## config.mk

```make
export PLATFORM = sky130hd
export DESIGN_NAME = bbc_decode
export DESIGN_NICKNAME = d
export VERILOG_FILES = /design/src/design/bbc_pkg.sv /design/src/design/bbc_decode.sv
export SDC_FILE = /design/constraint.sdc
export NUM_CORES = 1
export LEC_CHECK = 0
export ABC_AREA = 0
export BUFFER_PORTS_ARGS = -buffer_cell sky130_fd_sc_hd__buf_4
export CORE_ASPECT_RATIO = 1.2
export CORE_MARGIN = 3
export CORE_UTILIZATION = 45
export DETAILED_ROUTE_END_ITERATION = 10
export MAX_ROUTING_LAYER = met4
export PLACE_DENSITY = 0.71
export RECOVER_POWER = 50
export SYNTH_ARGS = -nofsm -noshare
export SYNTH_HDL_FRONTEND = slang
export SYNTH_SLANG_ARGS = --single-unit
```

## constraint.sdc

```tcl
create_clock -name clk_i -period 8.16 [get_ports clk_i]
set_clock_uncertainty 0.05 [all_clocks]
set_input_delay 0.816 -clock clk_i [delete_from_list [all_inputs] [get_ports clk_i]]
set_output_delay 0.816 -clock clk_i [all_outputs]
set_load 0.005 [all_outputs]
```

## src/design/bbc_pkg.sv

```systemverilog
/*
  Constants and types for the branch, bit and control decode/execute block.
  Assumes an 8-bit opcode byte, a 12-bit program counter and a 256-byte
  data space reached through a simple read/write strobe interface.
*/
package bbc_pkg;

  // Widths
  localparam int unsigned PC_W = 12;

  // Family codes in opcode bits [2:0]
  localparam logic [2:0] COND_NZ  = 3'h0; // Zero clear
  localparam logic [2:0] FAM_EXT  = 3'h1; // Bit 3: 0 call, 1 long jump
  localparam logic [2:0] COND_NC  = 3'h2; // Carry clear
  localparam logic [2:0] FAM_BITS = 3'h3; // Bit 3: 0 test branch, 1 set/clear
  localparam logic [2:0] COND_Z   = 3'h4; // Zero set
  localparam logic [2:0] FAM_CTL  = 3'h5; // Bit 3 high: control group
  localparam logic [2:0] COND_C   = 3'h6; // Carry set

  // Control instructions, selected by the high nibble of a 1101 low nibble
  localparam logic [3:0] CTL_NOP  = 4'h0;
  localparam logic [3:0] CTL_RET  = 4'h1;
  localparam logic [3:0] CTL_INTERRUPT_RETURN = 4'h2;
  localparam logic [3:0] CTL_STOP = 4'h3;
  localparam logic [3:0] CTL_WAIT = 4'h4;

  // Cycle counts per instruction kind
  localparam logic [2:0] CYC_REL  = 3'h2;
  localparam logic [2:0] CYC_BTST = 3'h5;
  localparam logic [2:0] CYC_BIT  = 3'h4;
  localparam logic [2:0] CYC_CTL  = 3'h2;
  localparam logic [2:0] CYC_EXT  = 3'h4;

  // Cycle in which read data is present on the data bus
  localparam logic [2:0] RD_PHASE = 3'h2;

  // Instruction lengths and displacement bases
  localparam logic [PC_W-1:0] LEN_1     = 12'h001;
  localparam logic [PC_W-1:0] LEN_2     = 12'h002;
  localparam logic [PC_W-1:0] LEN_3     = 12'h003;
  localparam logic [PC_W-1:0] REL_BASE  = 12'h001;
  localparam logic [PC_W-1:0] BTST_BASE = 12'h002;

  // Reset values
  localparam logic [PC_W-1:0] PC_RST = 12'h000;

  typedef enum logic {
    BBC_IDLE,
    BBC_RUN
  } bbc_state_t;

  typedef enum logic [2:0] {
    K_REL,
    K_CALL,
    K_JUMP,
    K_BTST,
    K_BIT,
    K_CTL,
    K_BAD
  } bbc_kind_t;

endpackage : bbc_pkg

```

## src/design/bbc_decode.sv

```systemverilog
/*
  Decode and execute unit for conditional relative branches, bit test and
  branch, bit set/clear, control instructions and extended jump/call.
  Assumes the fetch logic presents all instruction bytes with start_i while
  busy_o is low, that data reads answer on the cycle after mem_rd_o, and
  that the stack logic answers a pop on ret_* before done_o.
*/
// Contract
// - Relative branch jumps only on carry/no carry/zero/nonzero, else falls through.
// - Short branch displacement is 5-bit signed, reach -15 to +16.
// - Branch-if-bit-clear tests data bit, branches on 0; 3 bytes, 5 cycles.
// - Branch-if-bit-set tests data bit, branches on 1; 3 bytes, 5 cycles.
// - Bit test branch uses 8-bit signed displacement, reach -126 to +129.
// - Bit test branch copies tested bit into carry; zero stays.
// - Bit set/clear: bit direct, 2 bytes, 4 cycles, flags untouched.
// - Any bit of any data byte; 3-bit opcode field picks the bit.
// - Control ops are one byte, two cycles; only interrupt return sets flags.
// - With watchdog selected, stop acts as a wait.
// - Jump and call take 12-bit target; 2 bytes, 4 cycles, flags kept.
// - Extended target joins four opcode bits as upper part with next byte.
// - Short branch opcode holds condition, direction and four span bits.
`timescale 1ns/1ps

module bbc_decode
  import bbc_pkg::*;
(
  input  wire logic            clk_i,
  input  wire logic            rst_n_i,
  input  wire logic            start_i,
  input  wire logic [7:0]      opcode_i,
  input  wire logic [7:0]      operand1_i,
  input  wire logic [7:0]      operand2_i,
  input  wire logic [PC_W-1:0] pc_i,
  input  wire logic            carry_i,
  input  wire logic            zero_i,
  input  wire logic            watchdog_sel_i,
  input  wire logic [7:0]      mem_rdata_i,
  input  wire logic [PC_W-1:0] ret_addr_i,
  input  wire logic            ret_carry_i,
  input  wire logic            ret_zero_i,
  output logic                 busy_o,
  output logic                 done_o,
  output logic [PC_W-1:0]      pc_next_o,
  output logic                 carry_o,
  output logic                 zero_o,
  output logic                 flags_we_o,
  output logic                 mem_rd_o,
  output logic                 mem_we_o,
  output logic [7:0]           mem_addr_o,
  output logic [7:0]           mem_wdata_o,
  output logic                 push_o,
  output logic [PC_W-1:0]      push_addr_o,
  output logic                 pop_o,
  output logic                 stop_o,
  output logic                 wait_o,
  output logic                 unsupported_o
);

  // Bit select field is stored in reversed order in opcode bits [7:5]
  function automatic logic [2:0] bit_sel(input logic [7:0] op);
    bit_sel = {op[5], op[6], op[7]};
  endfunction : bit_sel

  // Program counter plus base plus signed displacement, modulo 4K
  function automatic logic [PC_W-1:0] pc_rel(input logic [PC_W-1:0] pc,
                                             input logic [PC_W-1:0] base,
                                             input logic [7:0]      disp);
    pc_rel = pc + base + {{(PC_W-8){disp[7]}}, disp};
  endfunction : pc_rel

  bbc_state_t      state_q;
  bbc_kind_t       kind_d;
  bbc_kind_t       kind_q;
  logic [2:0]      total_d;
  logic [2:0]      total_q;
  logic [2:0]      el_q;
  logic [7:0]      op_q;
  logic [7:0]      arg1_q;
  logic [7:0]      arg2_q;
  logic [PC_W-1:0] pc_q;
  logic            carry_q;
  logic            zero_q;
  logic            wd_q;
  logic            tbit_q;
  logic            accept;
  logic            fin;
  logic            cond_met;
  logic [7:0]      rel_disp;

  assign accept = (state_q == BBC_IDLE) && start_i;
  assign fin    = (state_q == BBC_RUN) && (el_q == total_q - 3'h1);

  // Family decode from the low opcode bits
  always_comb begin
    kind_d  = K_BAD;
    total_d = CYC_CTL;
    unique case (opcode_i[2:0])
      COND_NZ, COND_NC, COND_Z, COND_C: begin
        kind_d  = K_REL;
        total_d = CYC_REL;
      end
      FAM_EXT: begin
        kind_d  = opcode_i[3] ? K_JUMP : K_CALL;
        total_d = CYC_EXT;
      end
      FAM_BITS: begin
        kind_d  = opcode_i[3] ? K_BIT : K_BTST;
        total_d = opcode_i[3] ? CYC_BIT : CYC_BTST;
      end
      FAM_CTL: begin
        if (opcode_i[3] && opcode_i[7:4] <= CTL_WAIT) begin
          kind_d  = K_CTL;
          total_d = CYC_CTL;
        end
      end
      default: begin
        kind_d  = K_BAD;
        total_d = CYC_CTL;
      end
    endcase
  end

  // Sequencer: one pass per instruction, elapsed-cycle count
  always_ff @(posedge clk_i or negedge rst_n_i) begin
    if (!rst_n_i) begin
      state_q <= BBC_IDLE;
      el_q    <= 3'h0;
      busy_o  <= 1'b0;
    end else if (accept) begin
      state_q <= BBC_RUN;
      el_q    <= 3'h1;
      busy_o  <= 1'b1;
    end else if (fin) begin
      state_q <= BBC_IDLE;
      el_q    <= 3'h0;
      busy_o  <= 1'b0;
    end else if (state_q == BBC_RUN) begin
      el_q <= el_q + 3'h1;
    end
  end

  // Instruction bytes and flags captured on acceptance
  always_ff @(posedge clk_i or negedge rst_n_i) begin
    if (!rst_n_i) begin
      kind_q  <= K_BAD;
      total_q <= CYC_CTL;
      op_q    <= 8'h00;
      arg1_q  <= 8'h00;
      arg2_q  <= 8'h00;
      pc_q    <= PC_RST;
      carry_q <= 1'b0;
      zero_q  <= 1'b0;
      wd_q    <= 1'b0;
    end else if (accept) begin
      kind_q  <= kind_d;
      total_q <= total_d;
      op_q    <= opcode_i;
      arg1_q  <= operand1_i;
      arg2_q  <= operand2_i;
      pc_q    <= pc_i;
      carry_q <= carry_i;
      zero_q  <= zero_i;
      wd_q    <= watchdog_sel_i;
    end
  end

  // Data space access for bit test and bit set/clear
  always_ff @(posedge clk_i or negedge rst_n_i) begin
    if (!rst_n_i) begin
      mem_rd_o    <= 1'b0;
      mem_we_o    <= 1'b0;
      mem_addr_o  <= 8'h00;
      mem_wdata_o <= 8'h00;
      tbit_q      <= 1'b0;
    end else begin
      mem_rd_o <= accept && (kind_d == K_BTST || kind_d == K_BIT);
      mem_we_o <= 1'b0;
      if (accept) begin
        mem_addr_o <= operand1_i;
      end
      if (state_q == BBC_RUN && el_q == RD_PHASE) begin
        tbit_q <= mem_rdata_i[bit_sel(op_q)];
        if (kind_q == K_BIT) begin
          mem_we_o    <= 1'b1;
          mem_wdata_o <= mem_rdata_i;
          mem_wdata_o[bit_sel(op_q)] <= op_q[4];
        end
      end
    end
  end

  // Subroutine stack requests
  always_ff @(posedge clk_i or negedge rst_n_i) begin
    if (!rst_n_i) begin
      push_o      <= 1'b0;
      push_addr_o <= PC_RST;
      pop_o       <= 1'b0;
    end else begin
      push_o <= accept && kind_d == K_CALL;
      pop_o  <= accept && kind_d == K_CTL &&
                (opcode_i[7:4] == CTL_RET || opcode_i[7:4] == CTL_INTERRUPT_RETURN);
      if (accept) begin
        push_addr_o <= pc_i + LEN_2;
      end
    end
  end

  // Short branch: sign in bit 3, span in high nibble
  assign rel_disp = {{4{op_q[3]}}, op_q[7:4]};

  // Condition evaluation for the four short branches
  always_comb begin
    cond_met = 1'b0;
    unique case (op_q[2:0])
      COND_NZ: cond_met = !zero_q;
      COND_NC: cond_met = !carry_q;
      COND_Z:  cond_met = zero_q;
      COND_C:  cond_met = carry_q;
      default: cond_met = 1'b0;
    endcase
  end

  // Completion: next program counter, flags and power requests
  always_ff @(posedge clk_i or negedge rst_n_i) begin
    if (!rst_n_i) begin
      done_o        <= 1'b0;
      pc_next_o     <= PC_RST;
      carry_o       <= 1'b0;
      zero_o        <= 1'b0;
      flags_we_o    <= 1'b0;
      stop_o        <= 1'b0;
      wait_o        <= 1'b0;
      unsupported_o <= 1'b0;
    end else begin
      done_o        <= fin;
      flags_we_o    <= 1'b0;
      stop_o        <= 1'b0;
      wait_o        <= 1'b0;
      unsupported_o <= 1'b0;
      if (fin) begin
        carry_o <= carry_q;
        zero_o  <= zero_q;
        unique case (kind_q)
          K_REL: begin
            pc_next_o <= cond_met ? pc_rel(pc_q, REL_BASE, rel_disp)
                                  : pc_q + LEN_1;
          end
          K_CALL, K_JUMP: begin
            pc_next_o <= {op_q[7:4], arg1_q};
          end
          K_BTST: begin
            pc_next_o <= (tbit_q == op_q[4])
                         ? pc_rel(pc_q, BTST_BASE, arg2_q)
                         : pc_q + LEN_3;
            carry_o    <= tbit_q;
            flags_we_o <= 1'b1;
          end
          K_BIT: begin
            pc_next_o <= pc_q + LEN_2;
          end
          K_CTL: begin
            pc_next_o <= pc_q + LEN_1;
            unique case (op_q[7:4])
              CTL_RET: pc_next_o <= ret_addr_i;
              CTL_INTERRUPT_RETURN: begin
                pc_next_o  <= ret_addr_i;
                carry_o    <= ret_carry_i;
                zero_o     <= ret_zero_i;
                flags_we_o <= 1'b1;
              end
              CTL_STOP: begin
                stop_o <= !wd_q;
                wait_o <= wd_q;
              end
              CTL_WAIT: wait_o <= 1'b1;
              default:  pc_next_o <= pc_q + LEN_1;
            endcase
          end
          default: begin
            pc_next_o     <= pc_q + LEN_1;
            unsupported_o <= 1'b1;
          end
        endcase
      end
    end
  end

endmodule : bbc_decode

```

==> results of run 1 <==
[cells by family after synthesis]
logic type      after synthesis
compound gates              191
xor+xnor                     59
fa+ha+maj                    33
buf+inv                      78
flops                        92
mux                          21
simple gates                336
[report_power, final]
part | internal (W) | switching, W
logic | 0.000852 | 0.00115
clock network | 0.000216 | 0.000181
registers | 0.000658 | 0.000302
total | 0.00173 | 0.00163
[registers in the layout, summed over array words and instances (netlist names), 3 cells and up]
name	count
el_q	3
arg2_q	8
kind_q	3
total_q	3
pc_q	12
op_q	8
mem_wdata_o	8
pc_next_o	12
mem_addr_o	8
push_addr_o	11
[path summary, 6_finish.rpt]
check / from / end / slack [ns] / cells after the start
max in group clk_i: pc_q[2] / pc_next_o[11] / 4.45 / 13
worst max-delay path: rst_n_i / arg2_q[7] / 3.61 / 2
worst max register to register: pc_q[2] / pc_next_o[11] / 4.45 / 13
min in group asynchronous: rst_n_i / mem_rd_o / 1.09 / 1
worst min register to register: pc_next_o[2] / pc_next_o[2] / 0.43 / 1
worst min-delay path: pc_next_o[2] / pc_next_o[2] / 0.43 / 1
[cells in the mapped netlist, types with 8 or more instances]
cell      instances
o21ai_0          70
or3_1             9
mux2i_1          21
clkbuf_1         28
nor2_1           48
nand3_1          20
nor2b_1           9
a21oi_1          41
xnor2_1          34
nor3_1           17
nand2_1         197
buf_2            10
and3_1            8
inv_1            29
a211oi_1         13
xor2_1           23
a21o_1           12
ha_1             31
dfrtp_1          89
[cell type report]
type | count | area share (%)
clock buffers | 11 | 3.17
multi-input cells | 640 | 50.6
repair buffers | 119 | 11.4
clock inverters | 5 | 0.474
inverters | 29 | 1.42
well taps | 171 | 2.80
flip-flops and latches | 92 | 30.1
[metal layers]
layer,wire length (µm),GRT usage [%],part of all wire [%],vias up
met3,1290,3.71,7.0,34
li1,-,-,-,2954
met5,0,-,0,-
met4,418,7.67,2.3,0
met1,8110,33.2,44,2751
met2,8540,37.8,47,225
[through the flow]
step	setup slack [ns]	util (%)	area [µm²]	std cells
2_1_floorplan	4.82	-	6520	810
3_3_place_gp	4.58	52.9	7400	1051
3_5_place_dp	4.49	52.9	7400	1051
4_1_cts	4.47	54.9	7680	1067
5_1_grt	2.57	54.7	7650	1067
6_report	3.61	54.7	7650	1067
==> metrics.sh, run 1 <==
RUN_STATUS='complete, but fails checks'
FAILED_CHECKS='max-capacitance violations, max-slew violations'
CORE_UM2=14000
FINALHOLDVIOLATIONS=0
PATH_BUF_INV=2
CAP_VIOLATIONS=3
GRT_FIRST_PASS_WIRELENGTH_UM=29900
SYN-NUM-NETS=907
CLOCK_SINKS=92
NETLIST_AREA_PRE_PLACE_UM2=6520
SHARE_OF_THE_SYNTHESIZED_AREA_IN_COMPOUND_GATES_AO_OA_AOI_OAI_PCT=18.4
CRITICAL_PATH.STARTPOINT_TYPE='input pin'
CLOCK_TREE.BUFFER_DEPTH=2
HOLD_CLASS='reg2reg'
TRITONCTS.NUM_BUFFERS=9
LEADING_AREA_CONTRIBUTOR_AFTER_SYNTHESIS='dfrtp_1'
DIE_AREA_UM2=16000
CRIT_PATH_MAX_INCR_DELAY_NS=1.94
ROOT_BUF_CELL='clkbuf_16'
YOSYSTOPAREACELLSHARE_PCT=34.2
MULTI_INPUT_AREA_UM2=3870
YOSYSWARNINGCOUNT=0
POST_DRT_VIA_CELL_RATIO=5.59
BOUNDARYPINS=116
P_PER_AREA_nW_PER_UM2=439
LAYOUT_WORST_PATH_CYCLE_SHARE_PCT=55.8
FINAL_LAYOUT_SIZE_SUFFIX_GT1_SHARE_PCT=16.1
GP_CONGESTION=1.01
TOTALNEGATIVESETUPSLACK_NS=0
ANTENNA_LEFT=0
VIAS=5964
POWER.TOTAL_W=0.00336
WORSTPATHCELLLIST='clkbuf_1 -> clkbuf_1'
ANTENNADIODECOUNT=0
LAYOUT_AREA_GROWTH_OVER_SYNTHESIS_PCT=17.4
WORST_SETUP_PATH_END_KIND='async pin'
FLOORPLAN.DIE.HEIGHT_UM=138
SYNTH-ADDER-AREA-SHARE_PCT=6.56
DOMINANT_COMBINATIONAL_CELL_FAMILY_BY_AREA_AFTER_SYNTHESIS='simple AND/OR/NAND/NOR gates'
TIMING.MAX_SLEW.REL_SLACK_PCT=-73.0
MOSTFREQUENTLAYOUTCELL='nand2_1'
POSTCTSHOLDBUFS=0
WL_UM=18400
YS_SEQ_AREA_SHARE_PCT=35.4
MOST-COMMON-LAYOUT-CELLS='nand2_1, dfrtp_1, buf_4'
NETLIST-CELL-TYPE-COUNT=62
STATIC-LEAKAGE-POWER_nW=3.67
COUNT_OF_NETS_AFTER_FINISHING=988
PERIOD_NEEDED_NS=4.55
NUMBER_OF_ANTENNA_VIOLATIONS_AT_THE_FIRST_CHECK_IN_GLOBAL_ROUTING=0
CRITICAL_PATH.MAX_FANOUT=50
GRT_SETUP_UNREPAIRED='no'
POST_CTS_RESIZED=0
SYNTHSIMPLEGATEAREAFRAC_PCT=22.7
DIE_W_UM=116
WORST_PIN_SLEW_NS=2.59
DR.PASS1.ITERS=6
WORST_EP_ARRIVAL_TIME_NS=4.40
FINALHOLDWORSTSLACK_NS=0.431
DRTITER0DRC=461
GRT_MAX_DEGREE=63
CTS_TREE='done'
SYNTHFLOPTYPE='dfrtp_1'
CRITICAL_PATH_REQUIRED_NS=8.01
IO_BUFFERS=115
NUM_ROWS=47
ACHIEVABLE-FREQUENCY_MHz=220
SLOWEST_STAGE='clkbuf_1'
POSTSYNTHREGISTERBITS=92
WL_PER_CELL_UM=17.2
AREA.SEQUENTIAL_UM2=2310
SYNTH.MUX.AREA_FRACTION_PCT=3.22
SYNTH-ASYNC-RESET-RATIO_PCT=100
CTS_SETUP_BUFFERS=0
SYNTH-EDFF-COUNT=0
AVG_INST_SIZE_SYNTH_UM2=8.05
SYNTHTOPCELLSBYAREA='dfrtp_1, nand2_1, ha_1'
CPMOSTUSEDCELL='clkbuf_1'
FINAL_MAX_SLEW_VIOL_COUNT=145
DELAY_HEAVIEST_FAMILY_CP='buffers and inverters'
NUM-FILL-CELLS=1347
CLK_PIN_SLEW_WORST_PATHS_NS=0.06
IRDROPWORSTVDD_mV=0.231
WORST_SKEW_PAIR.LATE_LATENCY_NS=0.35
DETAILED_PLACE_HPWL_UM=13900
GRT_USE_TOTAL_PCT=24.4
POSTSYNTHCELLCOUNT=810
GRT_REMAINING_OVERFLOW=0
FLOORPLAN.INITIALDENSITY_PCT=46.6
CLOCK_TREE.HTREE_LEVEL_COUNT=3
CRITPATHKIND='in2async'
DRT_DRC_VIOLATIONS_LEFT=0
YOSYS.AREA_SHARE.XOR_XNOR_PCT=8.39
SETUP_VIOL=0
GRT_PASS1_VIAS=5785
(Power assumes the default switching activity.)
==> run 2, diff against run 1 <==
- PLACE_DENSITY: 0.71 -> 0.73
- clock period: 8.16 -> 3.83 ns (I/O delays scaled with it)
==> run 2 against run 1 <==
The run still ends with max-capacitance violations, max-slew violations left. Critical path depth is 10 higher. Count of clock-buffer cells in the layout is 1 higher. Global-route usage is 0.064 points higher. Cell count is 0.84% higher. Sequential share of layout area is 0.45 points lower. Critical endpoint is now pc_next_o[11]. Largest cell class unchanged. Setup slack worse by 3.2 ns. Via count is 0.67% higher.
==> metrics.sh, run 2 (same netlist as run 1, synthesis figures left out) <==
RUN_STATUS='complete, but fails checks'
FAILED_CHECKS='max-capacitance violations, max-slew violations'
ANTENNADIODECOUNT=0
CRITICAL_PATH.MAX_FANOUT=6
STATIC-LEAKAGE-POWER_nW=3.74
MOST-COMMON-LAYOUT-CELLS='nand2_1, buf_4, dfrtp_1'
NUM_ROWS=47
VIAS=6004
GRT_MAX_DEGREE=63
FINALHOLDVIOLATIONS=0
FINISH.CELL_COUNT_WITHOUT_FILLERS=1076
GRT_PASS1_VIAS=5798
P_PER_AREA_nW_PER_UM2=943
NUMBER_OF_ANTENNA_VIOLATIONS_AT_THE_FIRST_CHECK_IN_GLOBAL_ROUTING=0
NUM-FILL-CELLS=1335
CLOCK_SINKS=92
STDCELL_AREA_UM2=7770
CAP_VIOLATIONS=1
WORST_PIN_SLEW_NS=3.25
FLOORPLAN.INITIALDENSITY_PCT=46.6
DRT_DRC_VIOLATIONS_LEFT=0
WORSTPATHCELLLIST='ha_1 -> nand3_4 -> or3_2 -> xor2_1 -> inv_1 -> ha_1 -> nand2_1 -> or3_1 -> o311ai_2 -> xor2_1 -> mux2i_1 -> a211o_1'
POST_CTS_RESIZED=0
HOLDPATHSTAGES=3
MOSTFREQUENTLAYOUTCELL='nand2_1'
SLOWEST_STAGE='or3_2'
COUNT_OF_NETS_AFTER_FINISHING=997
PERIOD_NEEDED_NS=3.46
FLOORPLAN.DIE.HEIGHT_UM=138
DR.PASS1.ITERS=5
IRDROPWORSTVDD_mV=0.401
WL_UM=18500
CORE_UM2=14000
FINAL_LAYOUT_SIZE_SUFFIX_GT1_SHARE_PCT=17.3
CRITICAL_PATH_REQUIRED_NS=4.00
WORST_EP_ARRIVAL_TIME_NS=3.64
GRT_FIRST_PASS_WIRELENGTH_UM=30100
GRT_SETUP_UNREPAIRED='no'
DP_CELLS=1060
R2R-START='pc_q[1]'
CRITICAL_PATH.STARTPOINT_TYPE='flop'
AREA.SEQUENTIAL_UM2=2310
GRT_USE_TOTAL_PCT=24.5
CRITPATHKIND='reg2reg'
LAYOUT_AREA_GROWTH_OVER_SYNTHESIS_PCT=19.2
WORST_R2R_ENDPOINT='pc_next_o[11]'
DETAILED_PLACE_HPWL_UM=14200
DIE_W_UM=116
POSTCTSHOLDBUFS=0
CRIT_PATH_MAX_INCR_DELAY_NS=0.51
CLOCK_TREE.BUFFER_DEPTH=2
FINAL_MAX_SLEW_VIOL_COUNT=60
POST_DRT_VIA_CELL_RATIO=5.58
GRT_REMAINING_OVERFLOW=0
HOLD_PATH_STARTPOINT='operand1_i[0]'
PLACED_CELL_AREA_UM2=7470
LAYOUT_WORST_PATH_CYCLE_SHARE_PCT=90.4
MULTI_INPUT_AREA_UM2=3880
ANTENNA_LEFT=0
ACHIEVABLE-FREQUENCY_MHz=289
GP_CONGESTION=0.982
CLOCK_TREE.HTREE_LEVEL_COUNT=3
CTS_TREE='done'
IO_BUFFERS=115
WORST_SKEW_PAIR.LATE_LATENCY_NS=0.34
WORST_SETUP_PATH_END_KIND='flop'
ROOT_BUF_CELL='clkbuf_16'
TOP_REGS='pc_next_o (12), pc_q (12), push_addr_o (11)'
SETUP_VIOL=0
TIMING.MAX_SLEW.REL_SLACK_PCT=-117
FF_TO_FF_PATH_DEPTH=12
FINAL_CORE_UTILIZATION_PCT=55.5
BOUNDARYPINS=116
CTS_SETUP_BUFFERS=0
DIE_AREA_UM2=16000
HOLD_CLASS='in2reg'
WORST_HOLD_PATH.ENDPOINT='mem_addr_o[0]'
DRTITER0DRC=473
TRITONCTS.NUM_BUFFERS=9
TIMING.REG2REG.SETUP_SLACK_NS=0.37
WL_PER_CELL_UM=17.2
CLK_PIN_SLEW_WORST_PATHS_NS=0.07
TOTALNEGATIVESETUPSLACK_NS=0
-- run 2: changes by cell type in the layout (fill, tap and decap cells not counted), sizes merged --
| cell | change |
|---|---|
| inv | +1 |
| clkbuf | -3 |
| buf | +13 |
| clkinv | -3 |
| bufinv | +1 |
-- run 2: final cells by class --
class | instances | share of cell area (%)
Clock buffer | 12 | 3.30
Clock inverter | 4 | 0.725
Inverter | 29 | 1.40
Multi-Input combinational cell | 640 | 49.9
Sequential cell | 92 | 29.7
Tap cell | 171 | 2.75
Timing Repair Buffer | 128 | 12.2
-- run 2: how the worst max path moves through the flow --
stage,start,end,slack (ns),cells past startpoint
finish,pc_q[1],pc_next_o[11],0.37,12
global route,rst_n_i,pc_next_o[9],0.12,1
CTS,pc_q[1],pc_next_o[11],0.36,12
detailed placement,pc_q[1],pc_next_o[11],0.38,12
global placement,pc_q[1],pc_next_o[11],0.48,12
floorplan,pc_q[1],pc_next_o[11],0.49,12
-- run 2: per-stage QoR --
| step | power (W) | setup slack [ns] | hold slack (ns) |
|---|---|---|---|
| after global routing | 0.00796 | 0.118 | 0.182 |
| final | 0.00733 | 0.366 | 0.178 |
| after detailed placement | 0.00635 | 0.379 | 0.420 |
| after floorplan | 0.00495 | 0.490 | 0.0374 |
| after global placement | 0.00629 | 0.480 | 0.412 |
| after CTS | 0.00731 | 0.363 | 0.104 |
-- run 2: routing by layer --
metal  GRT usage (%)  wire length [µm]  vias up
met5               -                 0        -
met4            5.87               304        0
met3            3.36              1190       28
met2            38.5              8590      189
met1            33.8              8370     2817
li1                -                 -     2970
-- run 2: worst max-delay path: cells and delay by family, from the launching register on --
kind            cells  cell delay (ns)
flops               1             0.35
xor+xnor            2             0.45
fa+ha+maj           2             0.64
compound gates      2             0.53
buf+inv             1             0.07
mux                 1             0.10
simple gates        4             1.15
-- run 2: power breakdown --
group | leakage [nW] | internal, W | switching, W
logic | 2.45 | 0.00187 | 0.00256
clock network | 0.154 | 0.000548 | 0.000392
registers | 1.14 | 0.00140 | 0.000555
